**config.mk**
```make
export PLATFORM = sky130hd
export DESIGN_NAME = lbic_top
export DESIGN_NICKNAME = d
export VERILOG_FILES = /design/src/lbic_pkg.sv /design/src/lbic_top.sv
export SDC_FILE = /design/constraint.sdc
export NUM_CORES = 1
export LEC_CHECK = 0
export ABC_AREA = 1
export BUFFER_PORTS_ARGS = -buffer_cell sky130_fd_sc_hd__clkbuf_2
export CAP_MARGIN = 20
export CORE_MARGIN = 1
export CORE_UTILIZATION = 40
export CTS_CLUSTER_DIAMETER = 40
export DETAILED_ROUTE_END_ITERATION = 8
export PLACE_DENSITY_LB_ADDON = 0.15
export SLEW_MARGIN = 10
export SYNTH_ARGS = -nofsm -noshare
export SYNTH_HDL_FRONTEND = slang
export SYNTH_SLANG_ARGS = --single-unit
```
**constraint.sdc**
```tcl
create_clock -name hclk -period 2.4 [get_ports hclk]
set_clock_uncertainty 0.1 [all_clocks]
set_input_delay 0.12 -clock hclk [delete_from_list [all_inputs] [get_ports hclk]]
set_output_delay 0.12 -clock hclk [all_outputs]
set_load 0.01 [all_outputs]
```
**src/lbic_pkg.sv**
```systemverilog
// Package: register map, field layout, reset values and states of the LCD bias/interrupt block
package lbic_pkg;

   // =====================================================================
   // Register byte offsets (AHB-Lite, one aligned word each)
   localparam logic [7:0] OFS_CTRL0  = 8'h00;  // control_reg_zero
   localparam logic [7:0] OFS_CTRL1  = 8'h04;  // control_reg_one
   localparam logic [7:0] OFS_VCTL   = 8'h08;  // voltage_control_reg
   localparam logic [7:0] OFS_IVEC   = 8'h0C;  // interrupt_vector_reg
   localparam logic [7:0] OFS_ISTAT  = 8'h10;  // sticky status, read only
   localparam logic [7:0] OFS_IEN    = 8'h14;  // interrupt enable
   localparam logic [7:0] OFS_ICLR   = 8'h18;  // write-one clear, reads zero
   localparam logic [7:0] OFS_SYS    = 8'h1C;  // sleep mode and frame divider

   // =====================================================================
   // Field positions
   localparam int CTRL0_ON_BIT    = 0;   // display_on
   localparam int CTRL1_FLAG_LSB  = 0;   // four LCD interrupt flags
   localparam int CTRL1_FRM_BIT   = 0;   // frame_flag within the nibble
   localparam int CTRL1_FRMIE_BIT = 8;   // frame_irq_enable
   localparam int VCTL_EXTV_BIT   = 0;   // external_lcd_voltage_select
   localparam int VCTL_EXTB_BIT   = 1;   // external_bias_select
   localparam int VCTL_CPEN_BIT   = 2;   // charge_pump_enable
   localparam int VCTL_LVL_LSB    = 3;   // lcd_voltage_level, 4 bits
   localparam int SYS_SLEEP_BIT   = 0;   // deepest_sleep_mode
   localparam int SYS_DIV_LSB     = 8;   // frame period minus one, in clocks, 16 bits

   localparam int NUM_FLAGS       = 4;
   localparam int NUM_COM         = 4;
   localparam int NUM_EVT         = 2;   // status: 0 frame, 1 voltage-write hazard

   // =====================================================================
   // Reset values
   localparam logic [31:0] RST_ZERO    = 32'h0000_0000;
   localparam logic [15:0] RST_FRM_DIV = 16'h00FF;

   // Interrupt vector codes
   localparam logic [3:0] IVEC_NONE  = 4'h0;
   localparam logic [3:0] IVEC_FRAME = 4'h2;

   // Supply source for the LCD voltage
   typedef enum logic [2:0]
   {
      SRC_OFF  = 3'b001,
      SRC_PUMP = 3'b010,
      SRC_EXT  = 3'b100
   } lbic_src_t;

   // Voltage control fields travel together
   typedef struct packed
   {
      logic [3:0] level;
      logic       cp_en;
      logic       ext_bias;
      logic       ext_volt;
   } lbic_vctl_t;

endpackage

```
**src/lbic_top.sv**
```systemverilog
// LCD bias selection, voltage control and frame interrupt with AHB-Lite registers
module lbic_top
   import lbic_pkg::*;
(
   // Clock and reset
   input  wire logic                 hclk,
   input  wire logic                 hresetn,
   // AHB-Lite slave
   input  wire logic                 hsel,
   input  wire logic [31:0]          haddr,
   input  wire logic [1:0]           htrans,
   input  wire logic                 hwrite,
   input  wire logic [2:0]           hsize,
   input  wire logic [31:0]          hwdata,
   input  wire logic                 hready,
   output logic [31:0]               hrdata,
   output logic                      hreadyout,
   output logic                      hresp,
   // Supply selection toward the analog bias network
   output lbic_pkg::lbic_src_t       supply_src,
   output logic [3:0]                pump_level,
   output logic                      ext_bias_en,
   // Common outputs
   output logic [lbic_pkg::NUM_COM-1:0] com_out,
   output logic [lbic_pkg::NUM_COM-1:0] com_oe,
   // Interrupt
   output logic                      irq
);
   import lbic_pkg::*;

   // =====================================================================
   // State
   logic                 disp_on, next_disp_on;
   logic [NUM_FLAGS-1:0] flags, next_flags;
   logic                 frm_ie, next_frm_ie;
   lbic_vctl_t           vctl, next_vctl;
   logic                 sleep, next_sleep;
   logic [15:0]          frm_div, next_frm_div;
   logic [15:0]          frm_cnt, next_frm_cnt;
   logic [NUM_COM-1:0]   com_phase, next_com_phase;
   logic [NUM_EVT-1:0]   istat, next_istat;
   logic [NUM_EVT-1:0]   ien, next_ien;
   // Bus pipeline: the data phase follows the registered address phase
   logic                 wr_pend, next_wr_pend;
   logic                 rd_pend, next_rd_pend;
   logic [7:0]           a_ofs, next_a_ofs;
   logic [31:0]          rdata, next_rdata;
   lbic_src_t            src, next_src;
   logic [3:0]           lvl_o, next_lvl_o;
   logic                 extb_o, next_extb_o;
   logic [NUM_COM-1:0]   com_q, next_com_q;
   logic [NUM_COM-1:0]   oe_q, next_oe_q;
   logic                 irq_q, next_irq_q;

   logic                 frame_tick;
   logic                 addr_ph;
   logic [NUM_EVT-1:0]   evt;
   logic                 vwr_hazard;

   // Only NONSEQ or SEQ transfers to this slave open an access
   assign addr_ph = hsel & hready & htrans[1];

   // =====================================================================
   // Frame timing
   always_comb
   begin
      frame_tick   = 1'b0;
      next_frm_cnt = frm_cnt;
      next_com_phase = com_phase;
      if (!disp_on)
      begin
         // Counter parks at zero while dark so the first frame is full length
         next_frm_cnt   = 16'h0000;
         next_com_phase = {{(NUM_COM-1){1'b0}}, 1'b1};
      end
      else if (frm_cnt >= frm_div)
      begin
         next_frm_cnt   = 16'h0000;
         frame_tick     = 1'b1;
         next_com_phase = {com_phase[NUM_COM-2:0], com_phase[NUM_COM-1]};
      end
      else
      begin
         next_frm_cnt = frm_cnt + 16'h0001;
      end
   end

   // =====================================================================
   // Register bus and control state
   always_comb
   begin
      next_wr_pend = addr_ph & hwrite;
      next_rd_pend = addr_ph & ~hwrite;
      next_a_ofs   = addr_ph ? haddr[7:0] : a_ofs;
      next_disp_on = disp_on;
      next_flags   = flags;
      next_frm_ie  = frm_ie;
      next_vctl    = vctl;
      next_sleep   = sleep;
      next_frm_div = frm_div;
      next_ien     = ien;
      next_istat   = istat;
      vwr_hazard   = 1'b0;
      evt          = '0;

      if (wr_pend)
      begin
         case (a_ofs)
            OFS_CTRL0: next_disp_on = hwdata[CTRL0_ON_BIT];
            OFS_CTRL1:
            begin
               // Writing zero clears a flag; writing one leaves it
               next_flags  = flags & hwdata[CTRL1_FLAG_LSB +: NUM_FLAGS];
               next_frm_ie = hwdata[CTRL1_FRMIE_BIT];
            end
            OFS_VCTL:
            begin
               // Accepted, but flagged: pump restart under a live display glitches it
               next_vctl  = hwdata[6:0];
               vwr_hazard = disp_on;
            end
            OFS_IVEC: next_flags = flags;
            OFS_IEN:  next_ien = hwdata[NUM_EVT-1:0];
            OFS_ICLR: next_istat = istat & ~hwdata[NUM_EVT-1:0];
            OFS_SYS:
            begin
               next_sleep   = hwdata[SYS_SLEEP_BIT];
               next_frm_div = hwdata[SYS_DIV_LSB +: 16];
            end
            // Unmapped offsets and the read-only status ignore writes
            default: next_flags = flags;
         endcase
      end

      // The off transition with the enable still set mirrors the silicon's
      // stray frame flag; software avoids it by dropping the enable first
      if (frame_tick ||
          (wr_pend && a_ofs == OFS_CTRL0 && disp_on && !hwdata[CTRL0_ON_BIT] && frm_ie))
      begin
         next_flags[CTRL1_FRM_BIT] = 1'b1;
      end

      // Set wins over clear
      evt[0] = frame_tick;
      evt[1] = vwr_hazard;
      next_istat = next_istat | evt;
   end

   // =====================================================================
   // Read data
   // Registered, so each word stands only in its data phase
   always_comb
   begin
      next_rdata = 32'h0000_0000;
      if (addr_ph && !hwrite)
      begin
         case (haddr[7:0])
            OFS_CTRL0: next_rdata[CTRL0_ON_BIT] = disp_on;
            OFS_CTRL1:
            begin
               next_rdata[CTRL1_FLAG_LSB +: NUM_FLAGS] = flags;
               next_rdata[CTRL1_FRMIE_BIT]            = frm_ie;
            end
            OFS_VCTL:  next_rdata[6:0] = vctl;
            OFS_IVEC:
            begin
               // Reading the vector acknowledges nothing; flags clear only by writes
               if (flags[CTRL1_FRM_BIT] && frm_ie)
               begin
                  next_rdata[3:0] = IVEC_FRAME;
               end
               else
               begin
                  next_rdata[3:0] = IVEC_NONE;
               end
            end
            OFS_ISTAT: next_rdata[NUM_EVT-1:0] = istat;
            OFS_IEN:   next_rdata[NUM_EVT-1:0] = ien;
            OFS_SYS:
            begin
               next_rdata[SYS_SLEEP_BIT]      = sleep;
               next_rdata[SYS_DIV_LSB +: 16] = frm_div;
            end
            default:   next_rdata = 32'h0000_0000;
         endcase
      end
   end

   // =====================================================================
   // Supply selection and pins
   // Registered so the analog side never sees a decode glitch
   always_comb
   begin
      next_extb_o = vctl.ext_bias;
      if (vctl.ext_volt && vctl.ext_bias)
      begin
         next_src = SRC_EXT;
      end
      else if (vctl.cp_en)
      begin
         // External select alone is dropped with internal bias
         next_src = SRC_PUMP;
      end
      else
      begin
         next_src = SRC_OFF;
      end
      // Level reaches the pump whenever its enable is set, even with the external source selected
      next_lvl_o = vctl.cp_en ? vctl.level : 4'h0;
      if (sleep)
      begin
         // Undriven commons float; the glass needs its own discharge path
         next_com_q = '0;
         next_oe_q  = '0;
      end
      else
      begin
         next_com_q = disp_on ? com_phase : '0;
         next_oe_q  = {NUM_COM{1'b1}};
      end
      // Level request: stays high until software clears the cause or its enable
      next_irq_q = (|(next_istat & next_ien)) |
                   (next_flags[CTRL1_FRM_BIT] & next_frm_ie);
   end

   // =====================================================================
   // Registers
   always_ff @(posedge hclk or negedge hresetn)
   begin
      if (!hresetn)
      begin
         disp_on   <= 1'b0;
         flags     <= '0;
         frm_ie    <= 1'b0;
         vctl      <= '0;
         sleep     <= 1'b0;
         frm_div   <= RST_FRM_DIV;
         frm_cnt   <= 16'h0000;
         com_phase <= {{(NUM_COM-1){1'b0}}, 1'b1};
         istat     <= '0;
         ien       <= '0;
         wr_pend   <= 1'b0;
         rd_pend   <= 1'b0;
         a_ofs     <= 8'h00;
         rdata     <= RST_ZERO;
         src       <= SRC_OFF;
         lvl_o     <= 4'h0;
         extb_o    <= 1'b0;
         com_q     <= '0;
         oe_q      <= '0;
         irq_q     <= 1'b0;
      end
      else
      begin
         disp_on   <= next_disp_on;
         flags     <= next_flags;
         frm_ie    <= next_frm_ie;
         vctl      <= next_vctl;
         sleep     <= next_sleep;
         frm_div   <= next_frm_div;
         frm_cnt   <= next_frm_cnt;
         com_phase <= next_com_phase;
         istat     <= next_istat;
         ien       <= next_ien;
         wr_pend   <= next_wr_pend;
         rd_pend   <= next_rd_pend;
         a_ofs     <= next_a_ofs;
         rdata     <= next_rdata;
         src       <= next_src;
         lvl_o     <= next_lvl_o;
         extb_o    <= next_extb_o;
         com_q     <= next_com_q;
         oe_q      <= next_oe_q;
         irq_q     <= next_irq_q;
      end
   end

   // =====================================================================
   // Outputs
   assign hrdata      = rdata;
   // Zero wait states and no error response
   assign hreadyout   = 1'b1;
   assign hresp       = 1'b0;
   assign supply_src  = src;
   assign pump_level  = lvl_o;
   assign ext_bias_en = extb_o;
   assign com_out     = com_q;
   assign com_oe      = oe_q;
   assign irq         = irq_q;

endmodule // lbic_top

```
==> results of run 1 <==
[logic make-up after synthesis]
logic type,Yosys count
AND/OR/NAND/NOR,164
AO/OA/AOI/OAI,48
flip-flops,100
adder cells (fa/ha/maj),17
buffers and inverters,89
other,2
XOR/XNOR,8
multiplexers,23
[power breakdown]
group          leakage [nW]  switching [W]  internal (W)
clock network         0.154       0.000627      0.000922
logic                  1.59       0.000303      0.000251
registers              1.22       0.000111       0.00182
[what timing repair did]
action,CTS,global route
gates resized for setup,0,1
hold buffers,29,0
hold endpoints to repair,76,0
endpoints found under the setup margin,0,1
[flip-flops by register name, summed over array words and instances (netlist names), 2 cells and up]
register	cells
a_ofs	8
com_out	4
com_phase	4
flags	4
frm_cnt	16
frm_div	16
hrdata	23
ien	2
istat	2
pump_level	4
supply_src	3
vctl	6
[worst reg2reg max path: cells and delay by family (launching register included)]
family / cells / cell delay (ns)
AND/OR/NAND/NOR: 11 / 1.04
buffers and inverters: 2 / 0.10
adder cells (fa/ha/maj): 1 / 0.30
flip-flops: 1 / 0.53
[per-layer routing]
metal | track usage | vias up | part of all wire
li1 | - | 1641 | -
met1 | 0.237 | 1554 | 0.49
met2 | 0.274 | 81 | 0.45
met3 | 0.0335 | 11 | 0.046
met4 | 0.0811 | 0 | 0.021
met5 | 0 | - | 0
[cells in the mapped netlist]
cell type   n  area share
nor2_1     30       0.025
o21a_1      2      0.0033
o22ai_1     5      0.0069
nor2_4      2      0.0049
nor3_2      2      0.0044
mux2_2     15       0.037
xor2_1      5      0.0096
a21oi_1    16       0.018
inv_1      64       0.053
nor2_2      8       0.011
nand3_4     1      0.0038
buf_4      14       0.023
o21ai_0    19       0.021
a211oi_1    1      0.0016
nor4_1      1      0.0014
buf_6       2      0.0049
dfstp_2    10       0.058
clkbuf_1    3      0.0025
inv_2       2      0.0016
mux2_1      2      0.0049
dfrtp_1    90        0.49
a21boi_0    1      0.0016
nand2_1    65       0.054
nand2_2     4      0.0055
nor4_2      1      0.0027
nand3_1    11       0.012
nand3_2     2      0.0044
nand4_1     7      0.0096
a31oi_1     1      0.0014
xnor2_1     3      0.0058
or2_1       2      0.0027
buf_1       1     0.00082
mux2_4      6       0.020
conb_1      2      0.0016
o21ai_1     2      0.0022
nand2_4     1      0.0025
nor3_1     20       0.022
o32ai_1     1      0.0019
nor3b_1     4      0.0066
nand3b_1    3      0.0049
buf_2       3      0.0033
ha_1       17       0.047
[layout make-up]
class / count / area, µm²
Fill cell: 1037 / 5320
Timing Repair Buffer: 111 / 731
Clock inverter: 5 / 86.3
Clock buffer: 11 / 233
Inverter: 66 / 248
Multi-Input combinational cell: 271 / 1680
Sequential cell: 100 / 2510
Tap cell: 140 / 175
[through the flow]
stage | instance area [µm²] | setup slack (ns) | power [W]
2_1_floorplan | 4590 | 0.562 | 0.00231
3_3_place_gp | 5050 | 0.282 | 0.00246
3_5_place_dp | 5050 | 0.249 | 0.00249
4_1_cts | 5660 | 0.229 | 0.00408
5_1_grt | 5670 | 0.00586 | 0.00427
6_report | 5670 | 0.229 | 0.00403
[worst min path at each step]
| stage | to | slack [ns] | cells past startpoint |
|---|---|---|---|
| after global placement | pump_level[2] | 0.06 | 1 |
| final | flags[1] | 0.02 | 3 |
| after CTS | next_extb_o | 0.008 | 3 |
| after global routing | next_extb_o | 0.04 | 3 |
| after floorplan | a_ofs[0] | -0.28 | 0 |
| after detailed placement | pump_level[2] | 0.07 | 1 |
==> impl_metrics.ini, run 1 <==
[run_status]
status = finished clean

[global_route]
overflow = 0
grt_pass1_vias = 3267
grt_max_degree = 56
grtUsageTotal = 0.175
grt_pass1_wl_um = 15600
antenna_found_initial = 0

[detailed_routing]
drc = 0
drtAntennaViolNets = 0
route.vias.total = 3287
routed_via_density = 4.67
wl_um = 9020
first_pass_iters = 4
drt_iter0_markers = 166
wire_per_inst_um = 12.8

[cells_and_area]
fin_cells = 704
fin_util = 0.516
n_antenna_cell = 0
synthToLayoutAreaGrowth_pct = 24.3
final_cell_mix = dfrtp_1 (90), clkbuf_2 (75), nand2_1 (65), inv_1 (64), nor2_1 (30)
drive_above_1_share = 0.266
mostFrequentLayoutCell = dfrtp_1
fin_nets = 650

[setup_path]
worstPathArrival_ns = 2.30
cp_num_cells = 14
worst-path-buf-inv = 2
slowest_stage = dfstp_2
ff2ff_path_depth = 14
reg2reg_slack_ns = 0.23
cpMostUsedCell = nand2_1
cp-endpoint = irq
path_cells = inv_1, ha_1, nand2_1, inv_1, nand2_1, nand2_1, nor2_1, nand2_1, nand2_1, nand2_1, nand2_1, nand2_1, nand2_1, nand3_1
slowest_delay_ns = 0.53
worstSetupEndpointType = register
rr_endpoint = irq
critPathTopFamily = simple AND/OR/NAND/NOR gates
timing.rr.start = frm_div[7]
cp.required_ns = 2.53
start_kind = register
cp_max_fo = 6
cp-startpoint = frm_div[7]
worstSetupPathType = register to register

[clocking]
cts_sinks = 100
clock_path_buffers = 2
cts_buffers = 9
cts_setup_buffers = 0
cts_tree = yes
clk_pin_slew_ns = 0.07
htreeDepth = 3
root_buffer = clkbuf_16
clkLatencyLatePin_ns = 0.34

[power_and_ir_drop]
power_density_nw_per_um2 = 712
power.leakage_nw = 2.96
ir_worst_vdd_mv = 0.428

[hold_path]
hp-class = input pin to register
worstHoldStart = hwdata[1]

[timing]
totalNegativeSetupSlack_ns = 0
timing.final.crit_share = 0.904
worst_slew_pin_slew_ns = 0.587
whs_ns = 0.0184
fin_crit_ns = 2.17
slew_viol_final = 0
finalHoldViolCount = 0
fmax_ghz = 0.461
finalSetupViolCount = 0
rsz0062_at_grt = false
timing.slew.headroom = 0.609

[place]
place_congestion = 0.788
placedCellCount = 659
dpl.hpwl_um = 6440
port_buffers = 76

[logic_synthesis]
synth_simple_gate_area_frac = 0.177
syn_inst = 451
synth_top_family_by_area = simple AND/OR/NAND/NOR gates
synth_fa_ha_area_frac = 0.0467
synthMuxAreaShare = 0.0617
ys_seq_area_frac = 0.552
syn-mean-instance-area_um2 = 10.1
synth_seq_cells = 100
synth_compound_gate_area_share = 0.0574
syn_area_um2 = 4560
yosysWarnings = 0
synth-xor-area-share = 0.0154
ys_types = 42

[floorplanning]
dieArea_um2 = 11800
coreArea_um2 = 11000
rows = 38
die_h_um = 109
chipWidth_um = 109
start_util = 0.415
ios = 125

[job]
max_cap_violations = 0
Power figures use the tool's default switching activity.
==> run 2: changes to the inputs <==
Settings changed: CORE_MARGIN 1 to 3.
==> impl_metrics.ini, run 2 (synthesis gave the netlist of run 1 again) <==
[setup_path]
reg2reg_slack_ns = 0.35
cp_max_fo = 6
slowest_stage = dfstp_2
start_kind = register
path_cells = inv_1, ha_1, nand2_1, nand2_1, nand2_1, nand2_1, nor2_1, nand2_1, nand2_1, nand2_1, nand2_1, nand2_1, nand2_1, nand3_1
worstPathArrival_ns = 2.18
worstSetupEndpointType = register
slowest_delay_ns = 0.53
cp.required_ns = 2.53
worstSetupPathType = register to register
cpMostUsedCell = nand2_1

[power_and_ir_drop]
power_density_nw_per_um2 = 687
power.leakage_nw = 2.94
swShare = 0.267
clockPowerShare = 0.356
total_power_w = 0.00387
seq_power_share = 0.499
ir_worst_vdd_mv = 0.473
pwr-share-comb = 0.145
p_int_w = 0.00283
p_switching_w = 0.00103

[detailed_routing]
wire_per_inst_um = 13.2
first_pass_iters = 4
drtAntennaViolNets = 0
routed_via_density = 4.67
drc = 0
route.vias.total = 3291
wl_um = 9290
drt_iter0_markers = 191

[timing]
fin_crit_ns = 2.05
timing.slew.headroom = 0.649
fmax_ghz = 0.489
timing.final.crit_share = 0.853
finalHoldViolCount = 0
totalNegativeSetupSlack_ns = 0
slew_viol_final = 0
whs_ns = 0.0621
worst_slew_pin_slew_ns = 0.525
rsz0062_at_grt = false
finalSetupViolCount = 0

[global_route]
overflow = 0
grt_pass1_wl_um = 15800
grt_pass1_vias = 3228
grtUsageTotal = 0.157
grt_max_degree = 79
antenna_found_initial = 0

[clocking]
cts_sinks = 100
cts_tree = yes
root_buffer = clkbuf_16
clkLatencyLatePin_ns = 0.35
clock_path_buffers = 2
cts_hold_buf = 30
cts_buffers = 9
clk_pin_slew_ns = 0.07
htreeDepth = 3
cts_resized = 0
cts_setup_buffers = 0

[floorplanning]
die_h_um = 113
ios = 125
rows = 38
start_util = 0.415
coreArea_um2 = 11000
chipWidth_um = 113
dieArea_um2 = 12700

[job]
max_cap_violations = 0

[cells_and_area]
n_antenna_cell = 0
fillers = 1041
largest_reg_flops = 23
fin_nets = 650
fin_util = 0.513
synthToLayoutAreaGrowth_pct = 23.5
mostFrequentLayoutCell = dfrtp_1
drive_above_1_share = 0.268
final_cell_mix = dfrtp_1 (90), clkbuf_2 (75), nand2_1 (65), inv_1 (64)

[hold_path]
hp-class = input pin to register

[place]
dpl.hpwl_um = 6590
port_buffers = 76
place_congestion = 0.793

[run_status]
status = finished clean
## run 2: final timing paths
| check | startpoint | end | cells after the start |
|---|---|---|---|
| worst max register to register | frm_div[5] | irq | 14 |
| max in group asynchronous | hresetn | frm_div[5] | 3 |
| min in group asynchronous | hresetn | supply_src[1] | 2 |
| worst max-delay path | frm_div[5] | irq | 14 |
| worst min-delay path | haddr[2] | hrdata[2] | 4 |
| worst min register to register | next_extb_o | ext_bias_en | 0 |
## run 2: final cells by class
type	count	area, µm²	area share
clock inverters	5	35.0	0.00622
multi-input cells	271	1670	0.297
well taps	140	175	0.0311
repair buffers	111	733	0.130
inverters	66	248	0.0440
clock buffers	11	253	0.0449
flip-flops and latches	100	2510	0.447
## run 2: per-layer routing
metal  part of all wire  global-route usage
met1               0.49               0.217
met2               0.44               0.240
met3              0.056              0.0465
met4              0.015              0.0457
met5                  0                   0
## run 2: through the flow
stage / instance area (µm²) / instances / setup WS (ns)
after floorplan: 4590 / 460 / 0.562
after global placement: 5040 / 658 / 0.340
after detailed placement: 5040 / 658 / 0.330
after CTS: 5630 / 704 / 0.313
after global routing: 5630 / 704 / 0.0353
final: 5630 / 704 / 0.353
## run 2: worst max-delay path, delay by kind of cell, from the launching register on
family	cells	cell delay [ns]
DFF	1	0.53
buffers and inverters	1	0.06
adders and majority gates	1	0.30
and+or+nand+nor	12	0.95
## run 2: power groups by stage
| stage | Clock (W) | Combinational [W] | Sequential (W) |
|---|---|---|---|
| 2_1_floorplan | 0 | 0.000369 | 0.00194 |
| 3_3_place_gp | 0 | 0.000504 | 0.00196 |
| 3_5_place_dp | 0 | 0.000528 | 0.00196 |
| 4_1_cts | 0.00143 | 0.000567 | 0.00193 |
| 5_1_grt | 0.00149 | 0.000665 | 0.00195 |
| 6_report | 0.00138 | 0.000559 | 0.00193 |
==> run 3: changes to the inputs <==
Settings changed: GPL_ROUTABILITY_DRIVEN from default to 0, REMOVE_ABC_BUFFERS from default to 1.
==> impl_metrics.ini, run 3 (synthesis gave the netlist of run 1 again) <==
[run_status]
status = finished clean

[detailed_routing]
wl_um = 9530
first_pass_iters = 5
drtAntennaViolNets = 0
route.vias.total = 3281
drc = 0
drt_iter0_markers = 154
wire_per_inst_um = 13.6
routed_via_density = 4.67

[floorplanning]
chipWidth_um = 113
die_h_um = 113
ios = 125
start_util = 0.415
dieArea_um2 = 12700
coreArea_um2 = 11000
rows = 38

[setup_path]
slowest_stage = dfstp_2
worstSetupEndpointType = register
path_cells = inv_1, ha_1, nand2_1, inv_1, nand2_1, nand2_1, nor2_1, nand2_1, nand2_1, nand2_1, nand2_1, nand2_1, nand2_1, nand3_1
worstSetupPathType = register to register
ff2ff_path_depth = 14
reg2reg_slack_ns = 0.29
worstPathArrival_ns = 2.23
slowest_delay_ns = 0.53
worst-path-buf-inv = 2
timing.rr.start = frm_div[7]
rr_endpoint = irq
cpMostUsedCell = nand2_1
start_kind = register
critPathTopFamily = simple AND/OR/NAND/NOR gates
cp_max_fo = 6
cp.required_ns = 2.52

[clocking]
cts_resized = 0
cts_buffers = 9
clk_pin_slew_ns = 0.08
htreeDepth = 3
root_buffer = clkbuf_16
clock_path_buffers = 2
cts_hold_buf = 29
cts_sinks = 100
cts_setup_buffers = 0
clkLatencyLatePin_ns = 0.34
cts_tree = yes

[hold_path]
hold_path_depth = 3
worstHoldStart = hwdata[1]
hp-class = input pin to register
min_to = flags[1]

[power_and_ir_drop]
power_density_nw_per_um2 = 696
power.leakage_nw = 2.95
ir_worst_vdd_mv = 0.437

[cells_and_area]
fillers = 1018
mostFrequentLayoutCell = dfrtp_1
largest_reg_flops = 23
fin_nets = 649
final_cell_mix = dfrtp_1 (90), clkbuf_2 (75), nand2_1 (65), inv_1 (64), nor2_1 (30)
drive_above_1_share = 0.268
n_antenna_cell = 0
fin_util = 0.513
synthToLayoutAreaGrowth_pct = 23.6

[timing]
timing.final.crit_share = 0.881
timing.slew.headroom = 0.525
worst_slew_pin_slew_ns = 0.713
rsz0062_at_grt = false
fin_crit_ns = 2.11
finalHoldViolCount = 0
fmax_ghz = 0.473
finalSetupViolCount = 0
totalNegativeSetupSlack_ns = 0
slew_viol_final = 0

[global_route]
grt_pass1_vias = 3444
grt_pass1_wl_um = 16700
grt_max_degree = 55
grtUsageTotal = 0.162
overflow = 0
antenna_found_initial = 0

[place]
port_buffers = 76
dpl.hpwl_um = 6720

[job]
max_cap_violations = 0
run 3: layout make-up:
cell class,count,area [µm²],area share
Clock buffer,9,225,0.0400
Sequential cell,100,2510,0.446
Multi-Input combinational cell,271,1670,0.297
Tap cell,140,175,0.0311
Inverter,66,248,0.0440
Timing Repair Buffer,110,723,0.128
Clock inverter,7,76.3,0.0135
run 3: metrics by stage:
stage / cells / power (W) / area, µm² / worst slack [ns] / hold slack, ns
3_5_place_dp: 658 / 0.00248 / 5040 / 0.297 / 0.117
3_3_place_gp: 658 / 0.00246 / 5040 / 0.318 / 0.103
6_report: 703 / 0.00392 / 5640 / 0.286 / 0.0154
4_1_cts: 703 / 0.00398 / 5640 / 0.275 / 0.00321
5_1_grt: 703 / 0.00415 / 5640 / 0.0718 / 0.0294
2_1_floorplan: 437 / 0.00229 / 4440 / 0.485 / -0.276
run 3: worst max path at each step:
stage               start          to  slack [ns]  depth (start not counted)
6_report       frm_div[7]         irq        0.29                         14
5_1_grt        frm_div[7]         irq        0.07                         14
4_1_cts        frm_div[7]         irq        0.28                         12
3_5_place_dp   frm_div[7]         irq        0.30                         14
3_3_place_gp   frm_div[7]         irq        0.32                         12
2_1_floorplan  frm_div[7]  frm_cnt[4]        0.49                         13
run 3: layer usage:
| metal | up-vias | share of wire | GRT usage |
|---|---|---|---|
| met5 | - | 0 | 0 |
| met1 | 1553 | 0.48 | 0.229 |
| met2 | 76 | 0.47 | 0.258 |
| li1 | 1644 | - | - |
| met3 | 8 | 0.041 | 0.0219 |
| met4 | 0 | 0.013 | 0.0577 |
run 3: worst register-to-register path: cells and delay by family, from the launching register on:
kind,cells,cell delay (ns)
adder cells (fa/ha/maj),1,0.31
AND/OR/NAND/NOR,11,0.91
buffers and inverters,2,0.11
flip-flops,1,0.53
run 3: where the power goes:
group / switching [W] / total, W / internal [W]
combinational: 0.000312 / 0.000560 / 0.000249
clock: 0.000694 / 0.00143 / 0.000741
sequential: 0.000108 / 0.00193 / 0.00182
total: 0.00111 / 0.00392 / 0.00281
